`config.mk`:
```
export PLATFORM = sky130hd
export DESIGN_NAME = bft_timing
export DESIGN_NICKNAME = d
export VERILOG_FILES = /design/src/bft_pkg.sv /design/src/bft_timing.sv
export SDC_FILE = /design/constraint.sdc
export NUM_CORES = 1
export LEC_CHECK = 0
export BUFFER_PORTS_ARGS = -buffer_cell sky130_fd_sc_hd__buf_4
export CAP_MARGIN = 20
export CELL_PAD_IN_SITES_DETAIL_PLACEMENT = 1
export CELL_PAD_IN_SITES_GLOBAL_PLACEMENT = 2
export CORE_MARGIN = 5
export CORE_UTILIZATION = 40
export CTS_BUF_LIST = sky130_fd_sc_hd__clkbuf_8
export CTS_CLUSTER_SIZE = 20
export DETAILED_ROUTE_END_ITERATION = 10
export PLACE_DENSITY = 0.94
export RECOVER_POWER = 100
export SLEW_MARGIN = 20
export SYNTH_ARGS = -nofsm -noshare
export SYNTH_HDL_FRONTEND = slang
export SYNTH_SLANG_ARGS = --single-unit
```
`constraint.sdc`:
```
create_clock -name clk -period 8.5 [get_ports clk]
set_input_delay 0.425 -clock clk [delete_from_list [all_inputs] [get_ports clk]]
set_output_delay 0.425 -clock clk [all_outputs]
set_load 0.1 [all_outputs]
```
`src/bft_pkg.sv`:
```
package bft_pkg;
  // Clock rate and time units
  localparam int unsigned CLK_HZ = 250_000_000;
  localparam int unsigned US_PER_S = 1_000_000;
  localparam int unsigned CLK_PER_US = CLK_HZ / US_PER_S;
  // Delay step and defaults in microseconds
  localparam int unsigned DLY_STEP_US = 5_000;
  localparam int unsigned RETRIP_DEF_US = 100_000;
  localparam int unsigned BF_DEF_US = 200_000;
  localparam int unsigned RETRIP_DEF_STEPS = RETRIP_DEF_US / DLY_STEP_US;
  localparam int unsigned BF_DEF_STEPS = BF_DEF_US / DLY_STEP_US;
  localparam int unsigned STEP_CYCLES = DLY_STEP_US * CLK_PER_US;
  localparam int unsigned STEP_W = 16;

  // Register byte offsets
  localparam logic [3:0] REG_CTRL = 4'h0;
  localparam logic [3:0] REG_RETRIP_DLY = 4'h4;
  localparam logic [3:0] REG_BF_DLY = 4'h8;
  localparam logic [3:0] REG_STATUS = 4'hC;
  // Wide decode space for status extras
  localparam logic [4:0] REG_IRQ_STAT = 5'h10;
  localparam logic [4:0] REG_IRQ_MASK = 5'h14;

  // Control field positions
  localparam int CTRL_MODE_LSB = 0;
  localparam int CTRL_RETRIP_EN = 2;
  localparam logic [1:0] MODE_RESET = 2'h0;
  localparam logic RETRIP_EN_RESET = 1'b1;

  // Criterion encoding
  typedef enum logic [1:0] {
    BFT_CUR_ONLY = 2'h0,
    BFT_CUR_AND_DO = 2'h1,
    BFT_CUR_OR_DO = 2'h2
  } bft_mode_t;

  // Interrupt bits: start, retrip, breaker failure
  localparam int IRQ_W = 3;
  localparam int IRQ_START = 0;
  localparam int IRQ_RETRIP = 1;
  localparam int IRQ_BF = 2;

  // Protection inputs carried together
  typedef struct packed {
    logic phasePickup;
    logic residualPickup;
    logic primaryTrip;
  } bft_meas_t;
endpackage

```
`src/bft_timing.sv`:
```
module bft_timing #(
  parameter int unsigned STEP_CYCLES = bft_pkg::STEP_CYCLES,
  parameter int unsigned STEP_W = bft_pkg::STEP_W
) (
  input wire logic clk,
  input wire logic sys_rst,
  input wire bft_pkg::bft_meas_t meas,
  input wire logic [4:0] avs_address,
  input wire logic avs_read,
  input wire logic avs_write,
  input wire logic [31:0] avs_writedata,
  output logic [31:0] avs_readdata,
  output logic avs_waitrequest,
  output logic redundantTrip,
  output logic breaker_failure_command,
  output logic irq
);
  // Timing in short: the measurement inputs are taken at every edge and
  // decide, per criterion, whether the delay counters run or clear.
  // One shared prescaler turns clock cycles into delay steps; each channel
  // counts steps up to its own setting and then raises its output flop.
  // A delay of N steps shows at the output about N * STEP_CYCLES + 1
  // cycles after the start condition is first seen.
  // The outputs stay up for as long as the release condition is absent and
  // drop in the cycle after it is seen. A pause of the start condition that
  // is not a release, which none of the three criteria can give,
  // freezes the counts where they are rather than losing them.
  // The register bus answers every access after exactly one wait cycle.

  // Prescaler width: one delay step in clock cycles must fit
  localparam int CW = $clog2(STEP_CYCLES + 1);
  // Channel numbers; both channels share one prescaler and one start
  localparam int CH_RT = 0;
  localparam int CH_BF = 1;
  localparam int N_CH = 2;
  // Status word bit positions
  localparam int STAT_RUN = 0;
  localparam int STAT_RT = 1;
  localparam int STAT_BF = 2;

  // Refuse settings that the prescaler or the 32-bit bus cannot serve
  initial begin
    if (STEP_CYCLES < 1 || STEP_W < 8 || STEP_W > 32) begin
      $error("bft_timing: unsupported parameters");
    end
  end

  // Register select, shared by the write path and the read path
  function automatic logic regHit(input logic [4:0] addr, input logic [4:0] offset);
    regHit = (addr == offset);
  endfunction

  // Settings written by software
  logic [1:0] mode_r;
  logic retripEn_r;
  logic [STEP_W-1:0] retripDly_r;
  logic [STEP_W-1:0] bfDly_r;
  logic [bft_pkg::IRQ_W-1:0] irqMask_r;
  // Bus handshake state
  logic ack_r;
  logic accWr;
  logic accRd;
  logic [31:0] rdMux;
  // Start and release of the delay counters
  logic currentUp;
  logic runCount;
  logic clearCount;
  logic startPrev_r;
  // Shared step prescaler
  logic [CW-1:0] tick_r;
  logic stepTick;
  // Per-channel delay state
  logic [STEP_W-1:0] chDly [N_CH];
  logic chEn [N_CH];
  logic [STEP_W-1:0] chCnt_r [N_CH];
  logic chFire_r [N_CH];
  logic chDue [N_CH];
  logic chRise [N_CH];
  // Interrupt state
  logic [bft_pkg::IRQ_W-1:0] irqStat_r;
  logic [bft_pkg::IRQ_W-1:0] irqEvt;
  logic [bft_pkg::IRQ_W-1:0] irqClr;
  logic [2:0] statusWord;

  // Start and release conditions for the selected criterion; the spare
  // code falls back to current only, so a stray write cannot mute protection
  always_comb begin
    currentUp = meas.phasePickup | meas.residualPickup;
    runCount = currentUp;
    clearCount = ~currentUp;
    case (bft_pkg::bft_mode_t'(mode_r))
      bft_pkg::BFT_CUR_AND_DO: begin
        // Pick-up alone clears the counts; only pick-up with the trip contact lets them run
        runCount = currentUp & meas.primaryTrip;
        clearCount = ~currentUp | ~meas.primaryTrip;
      end
      bft_pkg::BFT_CUR_OR_DO: begin
        // Either cause keeps the counts going, both must drop to clear
        runCount = currentUp | meas.primaryTrip;
        clearCount = ~currentUp & ~meas.primaryTrip;
      end
      default: begin
        // Current only: the trip contact is not looked at
        runCount = currentUp;
        clearCount = ~currentUp;
      end
    endcase
  end

  // Bus handshake: a request is seen with ack low and waitrequest drops for
  // one cycle. Read data are loaded at that first edge so that they stand at
  // the answer edge; a write lands at the answer edge, where the master
  // takes it as done, and never on a request the master is still holding.
  assign accRd = avs_read & ~ack_r;
  assign accWr = avs_write & ack_r;
  always_ff @(posedge clk) begin
    if (sys_rst) begin
      ack_r <= 1'b0;
      avs_waitrequest <= 1'b1;
    end else begin
      ack_r <= (avs_read | avs_write) & ~ack_r;
      avs_waitrequest <= ~((avs_read | avs_write) & ~ack_r);
    end
  end

  // Criterion select; taken at once, even in the middle of a run
  always_ff @(posedge clk) begin
    if (sys_rst) begin
      mode_r <= bft_pkg::MODE_RESET;
    end else if (accWr && regHit(avs_address, {1'b0, bft_pkg::REG_CTRL})) begin
      mode_r <= avs_writedata[bft_pkg::CTRL_MODE_LSB +: 2];
    end
  end

  // Retrip enable; on after reset
  always_ff @(posedge clk) begin
    if (sys_rst) begin
      retripEn_r <= bft_pkg::RETRIP_EN_RESET;
    end else if (accWr && regHit(avs_address, {1'b0, bft_pkg::REG_CTRL})) begin
      retripEn_r <= avs_writedata[bft_pkg::CTRL_RETRIP_EN];
    end
  end

  // Retrip delay in steps
  always_ff @(posedge clk) begin
    if (sys_rst) begin
      retripDly_r <= STEP_W'(bft_pkg::RETRIP_DEF_STEPS);
    end else if (accWr && regHit(avs_address, {1'b0, bft_pkg::REG_RETRIP_DLY})) begin
      retripDly_r <= avs_writedata[STEP_W-1:0];
    end
  end

  // Breaker failure delay in steps; software keeps it above the retrip delay
  always_ff @(posedge clk) begin
    if (sys_rst) begin
      bfDly_r <= STEP_W'(bft_pkg::BF_DEF_STEPS);
    end else if (accWr && regHit(avs_address, {1'b0, bft_pkg::REG_BF_DLY})) begin
      bfDly_r <= avs_writedata[STEP_W-1:0];
    end
  end

  // Interrupt mask; all events masked after reset
  always_ff @(posedge clk) begin
    if (sys_rst) begin
      irqMask_r <= '0;
    end else if (accWr && regHit(avs_address, bft_pkg::REG_IRQ_MASK)) begin
      irqMask_r <= avs_writedata[bft_pkg::IRQ_W-1:0];
    end
  end

  // Live status: running, retrip and failure outputs
  always_comb begin
    statusWord = '0;
    statusWord[STAT_RUN] = runCount;
    statusWord[STAT_RT] = redundantTrip;
    statusWord[STAT_BF] = breaker_failure_command;
  end

  // Read selection; unmapped offsets read zero rather than stale data
  always_comb begin
    rdMux = 32'h0000_0000;
    if (regHit(avs_address, {1'b0, bft_pkg::REG_CTRL})) begin
      rdMux = 32'({retripEn_r, mode_r});
    end else if (regHit(avs_address, {1'b0, bft_pkg::REG_RETRIP_DLY})) begin
      rdMux = 32'(retripDly_r);
    end else if (regHit(avs_address, {1'b0, bft_pkg::REG_BF_DLY})) begin
      rdMux = 32'(bfDly_r);
    end else if (regHit(avs_address, {1'b0, bft_pkg::REG_STATUS})) begin
      rdMux = 32'(statusWord);
    end else if (regHit(avs_address, bft_pkg::REG_IRQ_STAT)) begin
      rdMux = 32'(irqStat_r);
    end else if (regHit(avs_address, bft_pkg::REG_IRQ_MASK)) begin
      rdMux = 32'(irqMask_r);
    end
  end

  // Read data are loaded once per access and then held for the master
  always_ff @(posedge clk) begin
    if (sys_rst) begin
      avs_readdata <= 32'h0000_0000;
    end else if (accRd) begin
      avs_readdata <= rdMux;
    end
  end

  // Step prescaler; it restarts from zero on every new start, so a pause
  // never carries part of a step into the next run
  assign stepTick = (tick_r == CW'(STEP_CYCLES - 1));
  always_ff @(posedge clk) begin
    if (sys_rst || clearCount || !runCount || stepTick) begin
      tick_r <= '0;
    end else begin
      tick_r <= tick_r + 1'b1;
    end
  end

  // Channel settings: the retrip channel obeys its enable, the failure
  // channel always runs, which also serves the trip-and-failure-only use
  assign chDly[CH_RT] = retripDly_r;
  assign chDly[CH_BF] = bfDly_r;
  assign chEn[CH_RT] = retripEn_r;
  assign chEn[CH_BF] = 1'b1;

  // One delay counter per channel. The output is set once the count has
  // reached the setting while the start condition still holds, and it is
  // dropped in the cycle after the release condition is seen.
  for (genvar ch = 0; ch < N_CH; ch++) begin : g_chan
    // Delay reached; also feeds the rise event for the interrupt
    assign chDue[ch] = (chCnt_r[ch] >= chDly[ch]);
    assign chRise[ch] = chDue[ch] & runCount & ~clearCount & chEn[ch] & ~chFire_r[ch];

    // Counter and output flop; a disabled channel is held cleared
    always_ff @(posedge clk) begin
      if (sys_rst || clearCount || !chEn[ch]) begin
        chCnt_r[ch] <= '0;
        chFire_r[ch] <= 1'b0;
      end else if (runCount) begin
        if (chDue[ch]) begin
          chFire_r[ch] <= 1'b1;
        end else if (stepTick) begin
          chCnt_r[ch] <= chCnt_r[ch] + 1'b1;
        end
      end
    end
  end

  // Outputs come straight from the channel flops
  assign redundantTrip = chFire_r[CH_RT];
  assign breaker_failure_command = chFire_r[CH_BF];

  // Start history for the start event; low after reset like an idle input
  always_ff @(posedge clk) begin
    if (sys_rst) begin
      startPrev_r <= 1'b0;
    end else begin
      startPrev_r <= runCount;
    end
  end

  // Interrupt events: a new start and the rise of each output
  always_comb begin
    irqEvt = '0;
    irqEvt[bft_pkg::IRQ_START] = runCount & ~startPrev_r;
    irqEvt[bft_pkg::IRQ_RETRIP] = chRise[CH_RT];
    irqEvt[bft_pkg::IRQ_BF] = chRise[CH_BF];
  end

  // Write-one-to-clear mask for the status bits
  assign irqClr = (accWr && regHit(avs_address, bft_pkg::REG_IRQ_STAT))
                  ? avs_writedata[bft_pkg::IRQ_W-1:0] : '0;

  // Sticky status; a set beats a clear in the same cycle so no event is lost
  always_ff @(posedge clk) begin
    if (sys_rst) begin
      irqStat_r <= '0;
    end else begin
      irqStat_r <= (irqStat_r & ~irqClr) | irqEvt;
    end
  end

  // Level interrupt, one cycle behind the status so it leaves a flop
  always_ff @(posedge clk) begin
    if (sys_rst) begin
      irq <= 1'b0;
    end else begin
      irq <= |(irqStat_r & irqMask_r);
    end
  end
endmodule

```
Yosys cells after proc, flatten, opt, wreduce, memory -nomap -nowiden
Memories as Yosys holds them, arrays and structs flattened.
Index checks and enable logic that the tools add are counted.
{ "totals": {"register_bits": 98, "mem_bits_rw": 34, "input_bits": 44, "out_inout_bits": 36, "elab_cells": 107, "memories": 2} }
{ "mem_list": {"columns": ["name", "words", "width", "rd", "rd_clocked_by_memory_dff", "write_ports", "line", "rtl"], "rows": [
  ["chCnt_r", 2, 16, 2, 0, 2, "bft_timing.sv:75", "logic [STEP_W-1:0] chCnt_r [N_CH];"],
  ["chFire_r", 2, 1, 2, 0, 2, "bft_timing.sv:76", "logic chFire_r [N_CH];"]
]} }
{ "classes": {"n_addsub": 3, "n_lt_le_gt_ge": 2, "eq_ne": 8, "n_mux": 34, "n_bitwise": 33, "n_reduce_logical": 13} }
{ "op_table": {"columns": ["operator", "count"], "rows": [
  ["16-bit two-way mux", 5],
  ["16-bit by 1-bit adder with 16-bit output (second input constant)", 2],
  ["16-bit greater-or-equal comparator", 2],
  ["1-bit two-way mux", 23],
  ["21-bit by 1-bit adder with 21-bit output (second input constant)", 1],
  ["21-bit equality test (second input constant)", 1],
  ["1-bit AND", 13],
  ["3-bit two-way mux", 4],
  ["5-bit by 4-bit equality test with 1-bit output (second input constant)", 2],
  ["5-bit equality test (second input constant)", 2],
  ["1-bit NOT", 8],
  ["1-bit bitwise OR", 8],
  ["3-bit AND", 2],
  ["5-bit by 3-bit equality test with 1-bit output (second input constant)", 1],
  ["1-bit logical AND", 5],
  ["5-bit logical NOT", 1],
  ["1-bit logical OR", 4],
  ["1-bit one-hot mux with 2 select lines", 2],
  ["3-bit NOT", 1],
  ["3-bit bitwise OR", 1],
  ["3-bit OR reduction", 1],
  ["2-bit by 1-bit equality test with 1-bit output (second input constant)", 1],
  ["2-bit equality test (second input constant)", 1],
  ["1-bit logical NOT", 2]
]} }

Depth between registers and ports, before layout
Gate-level depths: netlist of the first run.
{ "logic_depth": {"ltp_word": 9, "mapped_depth": 9, "mapped_depth_nobuf": 7} }

Least setup slack after synthesis of the first run
OpenSTA, ideal clock, no wires.
{ "synth_path": {"path_kind": "flip-flop to flip-flop", "startpoint": "mem chCnt_r[1][13]", "endpoint": "mem chCnt_r[1][0], enable pin", "setup_time_ns": 0.411, "arrival_time_ns": 2.992, "t_required_ns": 8.089, "path_slack_ns": 5.096, "path_stages_with_launch": 8, "path_buffers": 1, "synth_period_minus_slack_ns": 3.404, "cell_sequence": "edfxtp_1 -> ha_1 -> a211oi_1 -> nor2_1 -> a211o_1 -> clkbuf_1 -> nand3b_1 -> o21ai_0"} }
{ "synth_lines": {"columns": ["element", "line"], "rows": [
  ["start, declared", "bft_timing.sv:75"]
]} }

Worst setup path in the final report of the first run
{ "layout_path": {"startpoint": "in avs_address[1]", "endpoint": "reg bfDly_r[2]"} }
{ "layout_via": {"elab_chain_len": 2} }
{ "layout_lines": {"columns": ["element", "line", "rtl"], "rows": [
  ["start, declared", "bft_timing.sv:8", "input wire logic [4:0] avs_address,"],
  ["5-bit by 4-bit equality test with 1-bit output", "bft_timing.sv:50", "regHit = (addr == offset);"],
  ["1-bit logical AND", "bft_timing.sv:157", "end else if (accWr && regHit(avs_address, {1'b0, bft_pkg::REG_BF_DLY})) begin"],
  ["end signal, assigned", "bft_timing.sv:156", "bfDly_r <= STEP_W'(bft_pkg::BF_DEF_STEPS);"],
  ["end signal, assigned", "bft_timing.sv:158", "bfDly_r <= avs_writedata[STEP_W-1:0];"],
  ["end, declared", "bft_timing.sv:57", "logic [STEP_W-1:0] bfDly_r;"]
]} }
Every way passes these cells.
A chain may end at the register's enable or synchronous reset.

==> results.py, run 1 <==
metrics = {
    "drt": {
        "ant_nets": 0,
        "dr.pass1.iters": 4,
        "vias": 5061,
        "wl_per_cell_um": 17.3,
        "routed_wirelength_um": 16000,
        "avgViaCountPerCell": 5.47,
        "drtIter0Drc": 189,
        "drc": 0,
    },
    "floorplanning": {
        "die_w_um": 135,
        "ios": 80,
        "core-area_um2": 15200,
        "initial_core_util_pct": 40.9,
        "chipHeight_um": 135,
        "rows": 45,
        "dieArea_um2": 18100,
    },
    "power_and_ir_drop": {
        "power.density_nw_per_um2": 195,
        "power.leakage_nw": 2.45,
        "peakVddDrop_mv": 0.110,
        "finalPower_mw": 1.35,
    },
    "hold_path": {
        "holdCritPathClass": "in -> reg",
        "hold_path_depth": 2,
    },
    "global_routing": {
        "grt_pass1_vias": 5312,
        "grt_max_degree": 63,
        "grt_usage_pct": 18.1,
        "antenna_found_initial": 0,
        "grt_pass1_wl_um": 26200,
        "grt_overflow": 0,
    },
    "synthesis": {
        "synth_edf_count": 33,
        "synth_seq_cells": 116,
        "syn_inst": 684,
        "syn_avg_cell_area_um2": 9.09,
        "yosys_warnings": 0,
        "seq_area_frac_synth_pct": 42.7,
        "ys_async_sr_fraction_pct": 0,
        "synth_cell_type_count": 55,
        "ys.flop_type": "dfxtp_1",
        "synth_area_um2": 6210,
    },
    "final_layout": {
        "instances_no_fill": 925,
        "final_cell_mix": "83 x nor2_1, 83 x dfxtp_1, 60 x nor3_1",
        "diodes": 0,
        "fill_cells": 1788,
        "nNetsFinal": 805,
        "drive_gt1_share_pct": 8.41,
        "area_growth_pct": 11.8,
    },
    "clocking": {
        "cts.clk_slew.worst_paths_ps": 70,
        "cts.repair.resized": 0,
        "clkLatencyLatePin_ps": 460,
        "numClockSinks": 116,
        "clockBufferDepth": 2,
        "cts_tree": "done",
        "cts-root-buf": "clkbuf_8",
        "post-cts-setup-buffer-count": 0,
        "hold_buffers": 0,
        "cts_buffers": 17,
        "htreeDepth": 4,
    },
    "sta": {
        "slew_violations": 98,
        "hold_viol": 0,
        "worst_pin_slew_ps": 2710,
        "clock_skew_ps": 9.14,
        "slew_headroom_pct": -83.2,
        "fmax_mhz": 214,
        "tns_ps": 0,
        "setup_viol": 0,
        "rsz0062_at_grt": "false",
        "period_needed_ps": 4680,
        "finalCritPeriodShare_pct": 55.0,
    },
    "critical_path": {
        "required_ps": 8740,
        "crit_type": "in -> reg",
        "end_kind": "register",
        "rr_worst_depth": 8,
        "cp.arrival_ps": 4920,
        "crit_fanout": 18,
        "start_kind": "input pin",
    },
    "place": {
        "placed_cells": 893,
        "finalWeightedCongestion": 0.903,
        "dp_hpwl_um": 11900,
        "place.port_buffers": 47,
    },
    "flow_run": {
        "maxCapViolCount": 3,
    },
    "outcome": {
        "failed_checks": "capacitance limit, slew limit",
        "outcome": "finished with violations",
    },
}
[sequential cells by signal, summed over array words and instances, names as in the netlist]
signal,flops
ack_r,1
chCnt_r,32
irqMask_r,3
startPrev_r,1
bfDly_r,16
chFire_r,2
irq,1
irqStat_r,3
avs_waitrequest,1
mode_r,2
tick_r,21
retripDly_r,16
retripEn_r,1
avs_readdata,16
[synth_stat cells (all sizes together), types with 2 or more instances]
cell     count  area, um2
ha          37        463
o31ai        3       22.5
nand2       56        210
edfxtp      33        991
nor2b        6       37.5
nand4       16        115
inv         42        158
and3        11       73.8
xor2        21        184
o22ai        2       12.5
o21a         5       37.5
nand3       26        130
buf         24        174
o2111ai      2       23.8
and4         5       43.8
nor2        83        312
a211o        5       43.8
clkbuf      20       75.1
a2111oi      2       36.3
nor4         6       43.8
o21ai       12       60.1
nand3b       5       37.5
a211oi       6       45.0
a21oi       20        100
xnor2       26        228
and2         5       31.3
nor3        60        300
dfxtp       83       1660
nor4b        3       41.3
a221oi      15        131
nand2b       6       37.5
mux2i       24        240
[path summary, 6_finish.rpt]
kind | end | from | slack, ps
max reg2reg | chCnt_r[1][7]$_SDFFCE_PN0P_ | mode_r[0]$_SDFFE_PP0P_ | 4930
min | bfDly_r[3]$_SDFFE_PP1P_ | avs_writedata[3] | 210
max | bfDly_r[2]$_SDFFE_PP0P_ | avs_address[1] | 3820
min reg2reg | tick_r[0]$_SDFF_PP0_ | tick_r[0]$_SDFF_PP0_ | 440
[critical path: stages]
cell      delay, ps
clkbuf_1        100
or2_2           350
nor4b_1        2100
nor2b_1        1560
mux2i_1         320
nor2_1           60
[area by class of cell]
class	instances	area [um2]	share of cell area (%)
clock inverters	15	204	2.93
clock buffers	17	234	3.37
multi-input cells	497	3180	45.8
flip-flops and latches	116	2650	38.2
repair buffers	50	282	4.05
well taps	188	235	3.38
inverters	42	158	2.27
[layer usage]
metal	share of wire [%]	track usage, %
met5	0	0
met4	2.2	7.01
met3	3.2	4.14
met2	52	32.3
met1	43	21.2
[where the power goes]
part	internal (mW)	total, mW	leakage, nW	switching [mW]
logic	0.0397	0.178	1.22	0.139
registers	0.587	0.606	1.02	0.0191
clock network	0.321	0.568	0.207	0.248
total	0.947	1.35	2.45	0.405
[metrics by stage]
step           hold WS [ps]  util, %  cell area (um2)  worst slack, ps
2_1_floorplan           413        -             6270             5100
4_1_cts                 183     46.5             7070             5430
6_report                206     45.7             6950             3820
3_3_place_gp            423     43.6             6640             5390
5_1_grt                 197     45.7             6950             3440
3_5_place_dp            435     43.6             6640             5290
[cell families after synthesis]
kind of cell / after synthesis / synth area share (%)
buf+inv: 86 / 6.54
compound gates: 79 / 9.26
xor+xnor: 47 / 6.62
other cells: 1 / 0.0603
simple gates: 294 / 23.5
flops: 116 / 42.7
fa+ha+maj: 37 / 7.45
mux: 24 / 3.87
Note: power is estimated with default switching activity, not from simulation.
==> run 2: changes to the inputs <==
- CORE_UTILIZATION: 40 -> 37
- PLACE_DENSITY: 0.94 -> 0.88
- clock period: 8.5 -> 4.8 ns (I/O delays scaled with it)
==> run 2 against run 1 <==
Core utilization fell by 3.4 points. Wire length is 2.0% higher. The flow still finishes with violations (capacitance limit, slew limit). Highest routed layer unchanged. First-iteration DRC count down 4.2%. Via count decreased by 0.61%. Design area up 0.59%. Clock power rose by 67%. Sequential power increased by 77%. Total power rose by 73%. Register-to-register slack lost 3700 ps. Final cell count is 3.5% higher.
==> results.py, run 2 (synthesis gave the netlist of run 1 again) <==
metrics = {
    "outcome": {
        "outcome": "finished with violations",
        "failed_checks": "capacitance limit, slew limit",
    },
    "drt": {
        "drc": 0,
        "vias": 5030,
        "wl_per_cell_um": 17.0,
        "drtIter0Drc": 181,
        "avgViaCountPerCell": 5.26,
        "dr.pass1.iters": 4,
        "routed_wirelength_um": 16300,
        "ant_nets": 0,
    },
    "sta": {
        "worst_pin_slew_ps": 1880,
        "tns_ps": 0,
        "finalCritPeriodShare_pct": 74.3,
        "slew_headroom_pct": -25.8,
        "hold_viol": 0,
        "rsz0062_at_grt": "false",
        "setup_viol": 0,
        "slew_violations": 19,
        "fmax_mhz": 280,
        "period_needed_ps": 3570,
        "clock_skew_ps": 9.97,
    },
    "floorplanning": {
        "ios": 80,
        "rows": 47,
        "initial_core_util_pct": 37.6,
        "dieArea_um2": 19500,
        "chipHeight_um": 140,
        "die_w_um": 140,
        "core-area_um2": 16500,
    },
    "critical_path": {
        "regToRegStartpoint": "mode_r[0]$_SDFFE_PP0P_",
        "crit_chain": "inv_1 > ha_1 > nor2b_1 > o21ai_0 > a2111oi_4 > nand3b_1 > o21ai_0 > clkbuf_1",
        "rr_worst_depth": 8,
        "end_kind": "register",
        "crit_slowest_cell": "clkbuf_1",
        "crit_path_max_incr_delay_ps": 680,
        "required_ps": 4880,
        "rr_endpoint": "chCnt_r[1][6]$_SDFFCE_PN0P_",
        "path_common_cell": "o21ai_0",
        "cp.arrival_ps": 3640,
        "crit_type": "reg -> reg",
        "crit_fanout": 16,
        "start_kind": "register",
        "reg2reg_slack_ps": 1230,
    },
    "clocking": {
        "cts.clk_slew.worst_paths_ps": 70,
        "clkLatencyLatePin_ps": 460,
        "cts.repair.resized": 0,
        "hold_buffers": 0,
        "cts_buffers": 17,
        "cts_tree": "done",
        "post-cts-setup-buffer-count": 0,
        "htreeDepth": 4,
        "numClockSinks": 116,
        "cts-root-buf": "clkbuf_8",
        "clockBufferDepth": 2,
    },
    "final_layout": {
        "area_growth_pct": 12.5,
        "largest_reg_flops": 32,
        "drive_gt1_share_pct": 8.68,
        "top_register": "chCnt_r",
        "nNetsFinal": 805,
        "reg_top3": "chCnt_r x32, tick_r x21",
        "final_cell_mix": "83 x nor2_1, 83 x dfxtp_1, 60 x nor3_1",
        "diodes": 0,
    },
    "flow_run": {
        "maxCapViolCount": 1,
    },
    "global_routing": {
        "grt_pass1_vias": 5303,
        "grt_usage_pct": 17.3,
        "grt_pass1_wl_um": 27100,
        "grt_overflow": 0,
        "grt_max_degree": 63,
        "antenna_found_initial": 0,
    },
    "power_and_ir_drop": {
        "power.leakage_nw": 2.48,
        "finalPower_mw": 2.34,
        "peakVddDrop_mv": 0.173,
        "power.density_nw_per_um2": 335,
    },
    "place": {
        "dp_hpwl_um": 12200,
        "finalWeightedCongestion": 0.887,
        "place.port_buffers": 47,
    },
    "hold_path": {
        "hp-start": "avs_writedata[3]",
        "whs_endpoint": "bfDly_r[3]$_SDFFE_PP1P_",
        "hold_path_depth": 2,
        "holdCritPathClass": "in -> reg",
    },
}
[run 2: cell types whose count changed in the layout (fill, tap and decap cells not counted), sizes merged]
cell,delta
clkinv,-1
buf,+2
bufinv,-2
clkinvlp,-3
clkbuf,+4
[run 2: worst max-delay path, delay by kind of cell, from the launching register on]
kind | cells | cell delay [ps]
compound gates | 3 | 1140
buf+inv | 2 | 750
simple gates | 2 | 530
flops | 1 | 410
fa+ha+maj | 1 | 340
[run 2: worst max path at each step]
stage / slack, ps / end / startpoint / cells after the start
floorplan: 1400 / chCnt_r[1][0]$_SDFFCE_PN0P_ / chCnt_r[1][13]$_SDFFCE_PN0P_ / 7
global placement: 1830 / chCnt_r[1][8]$_SDFFCE_PN0P_ / mode_r[0]$_SDFFE_PP0P_ / 8
detailed placement: 1720 / chCnt_r[1][8]$_SDFFCE_PN0P_ / mode_r[0]$_SDFFE_PP0P_ / 8
CTS: 1700 / chCnt_r[1][7]$_SDFFCE_PN0P_ / mode_r[0]$_SDFFE_PP0P_ / 8
global route: 1000 / chCnt_r[1][6]$_SDFFCE_PN0P_ / mode_r[0]$_SDFFE_PP0P_ / 8
finish: 1230 / chCnt_r[1][6]$_SDFFCE_PN0P_ / mode_r[0]$_SDFFE_PP0P_ / 8
[run 2: per-layer routing]
layer,routed length (um),GRT usage [%],vias to the layer above
met3,582,3.64,21
met5,0,0,-
met4,282,6.07,0
li1,-,-,2464
met1,7030,21.1,2472
met2,8410,30.3,73
[run 2: final cells by class]
| cell class | instances | area (um2) |
|---|---|---|
| Clock buffer | 23 | 317 |
| Clock inverter | 9 | 100 |
| Sequential cell | 116 | 2650 |
| Timing Repair Buffer | 50 | 289 |
| Multi-Input combinational cell | 497 | 3200 |
| Fill cell | 1945 | 9530 |
| Inverter | 42 | 158 |
| Tap cell | 220 | 275 |
[run 2: report_power, final]
part	internal (mW)	switching, mW
clock network	0.540	0.408
registers	1.04	0.0343
logic	0.0716	0.247
total	1.65	0.690
[run 2: through the flow]
| step | hold slack [ps] | std cells | worst slack (ps) | util [%] | instance area [um2] |
|---|---|---|---|---|---|
| after global placement | 423 | 925 | 1830 | 40.4 | 6680 |
| final | 26.4 | 957 | 1230 | 42.3 | 6990 |
| after global routing | 12.4 | 957 | 1000 | 42.3 | 6990 |
| after detailed placement | 451 | 925 | 1720 | 40.4 | 6680 |
| after CTS | 3.18 | 957 | 1700 | 42.9 | 7090 |
| after floorplan | 358 | 699 | 1400 | - | 6270 |
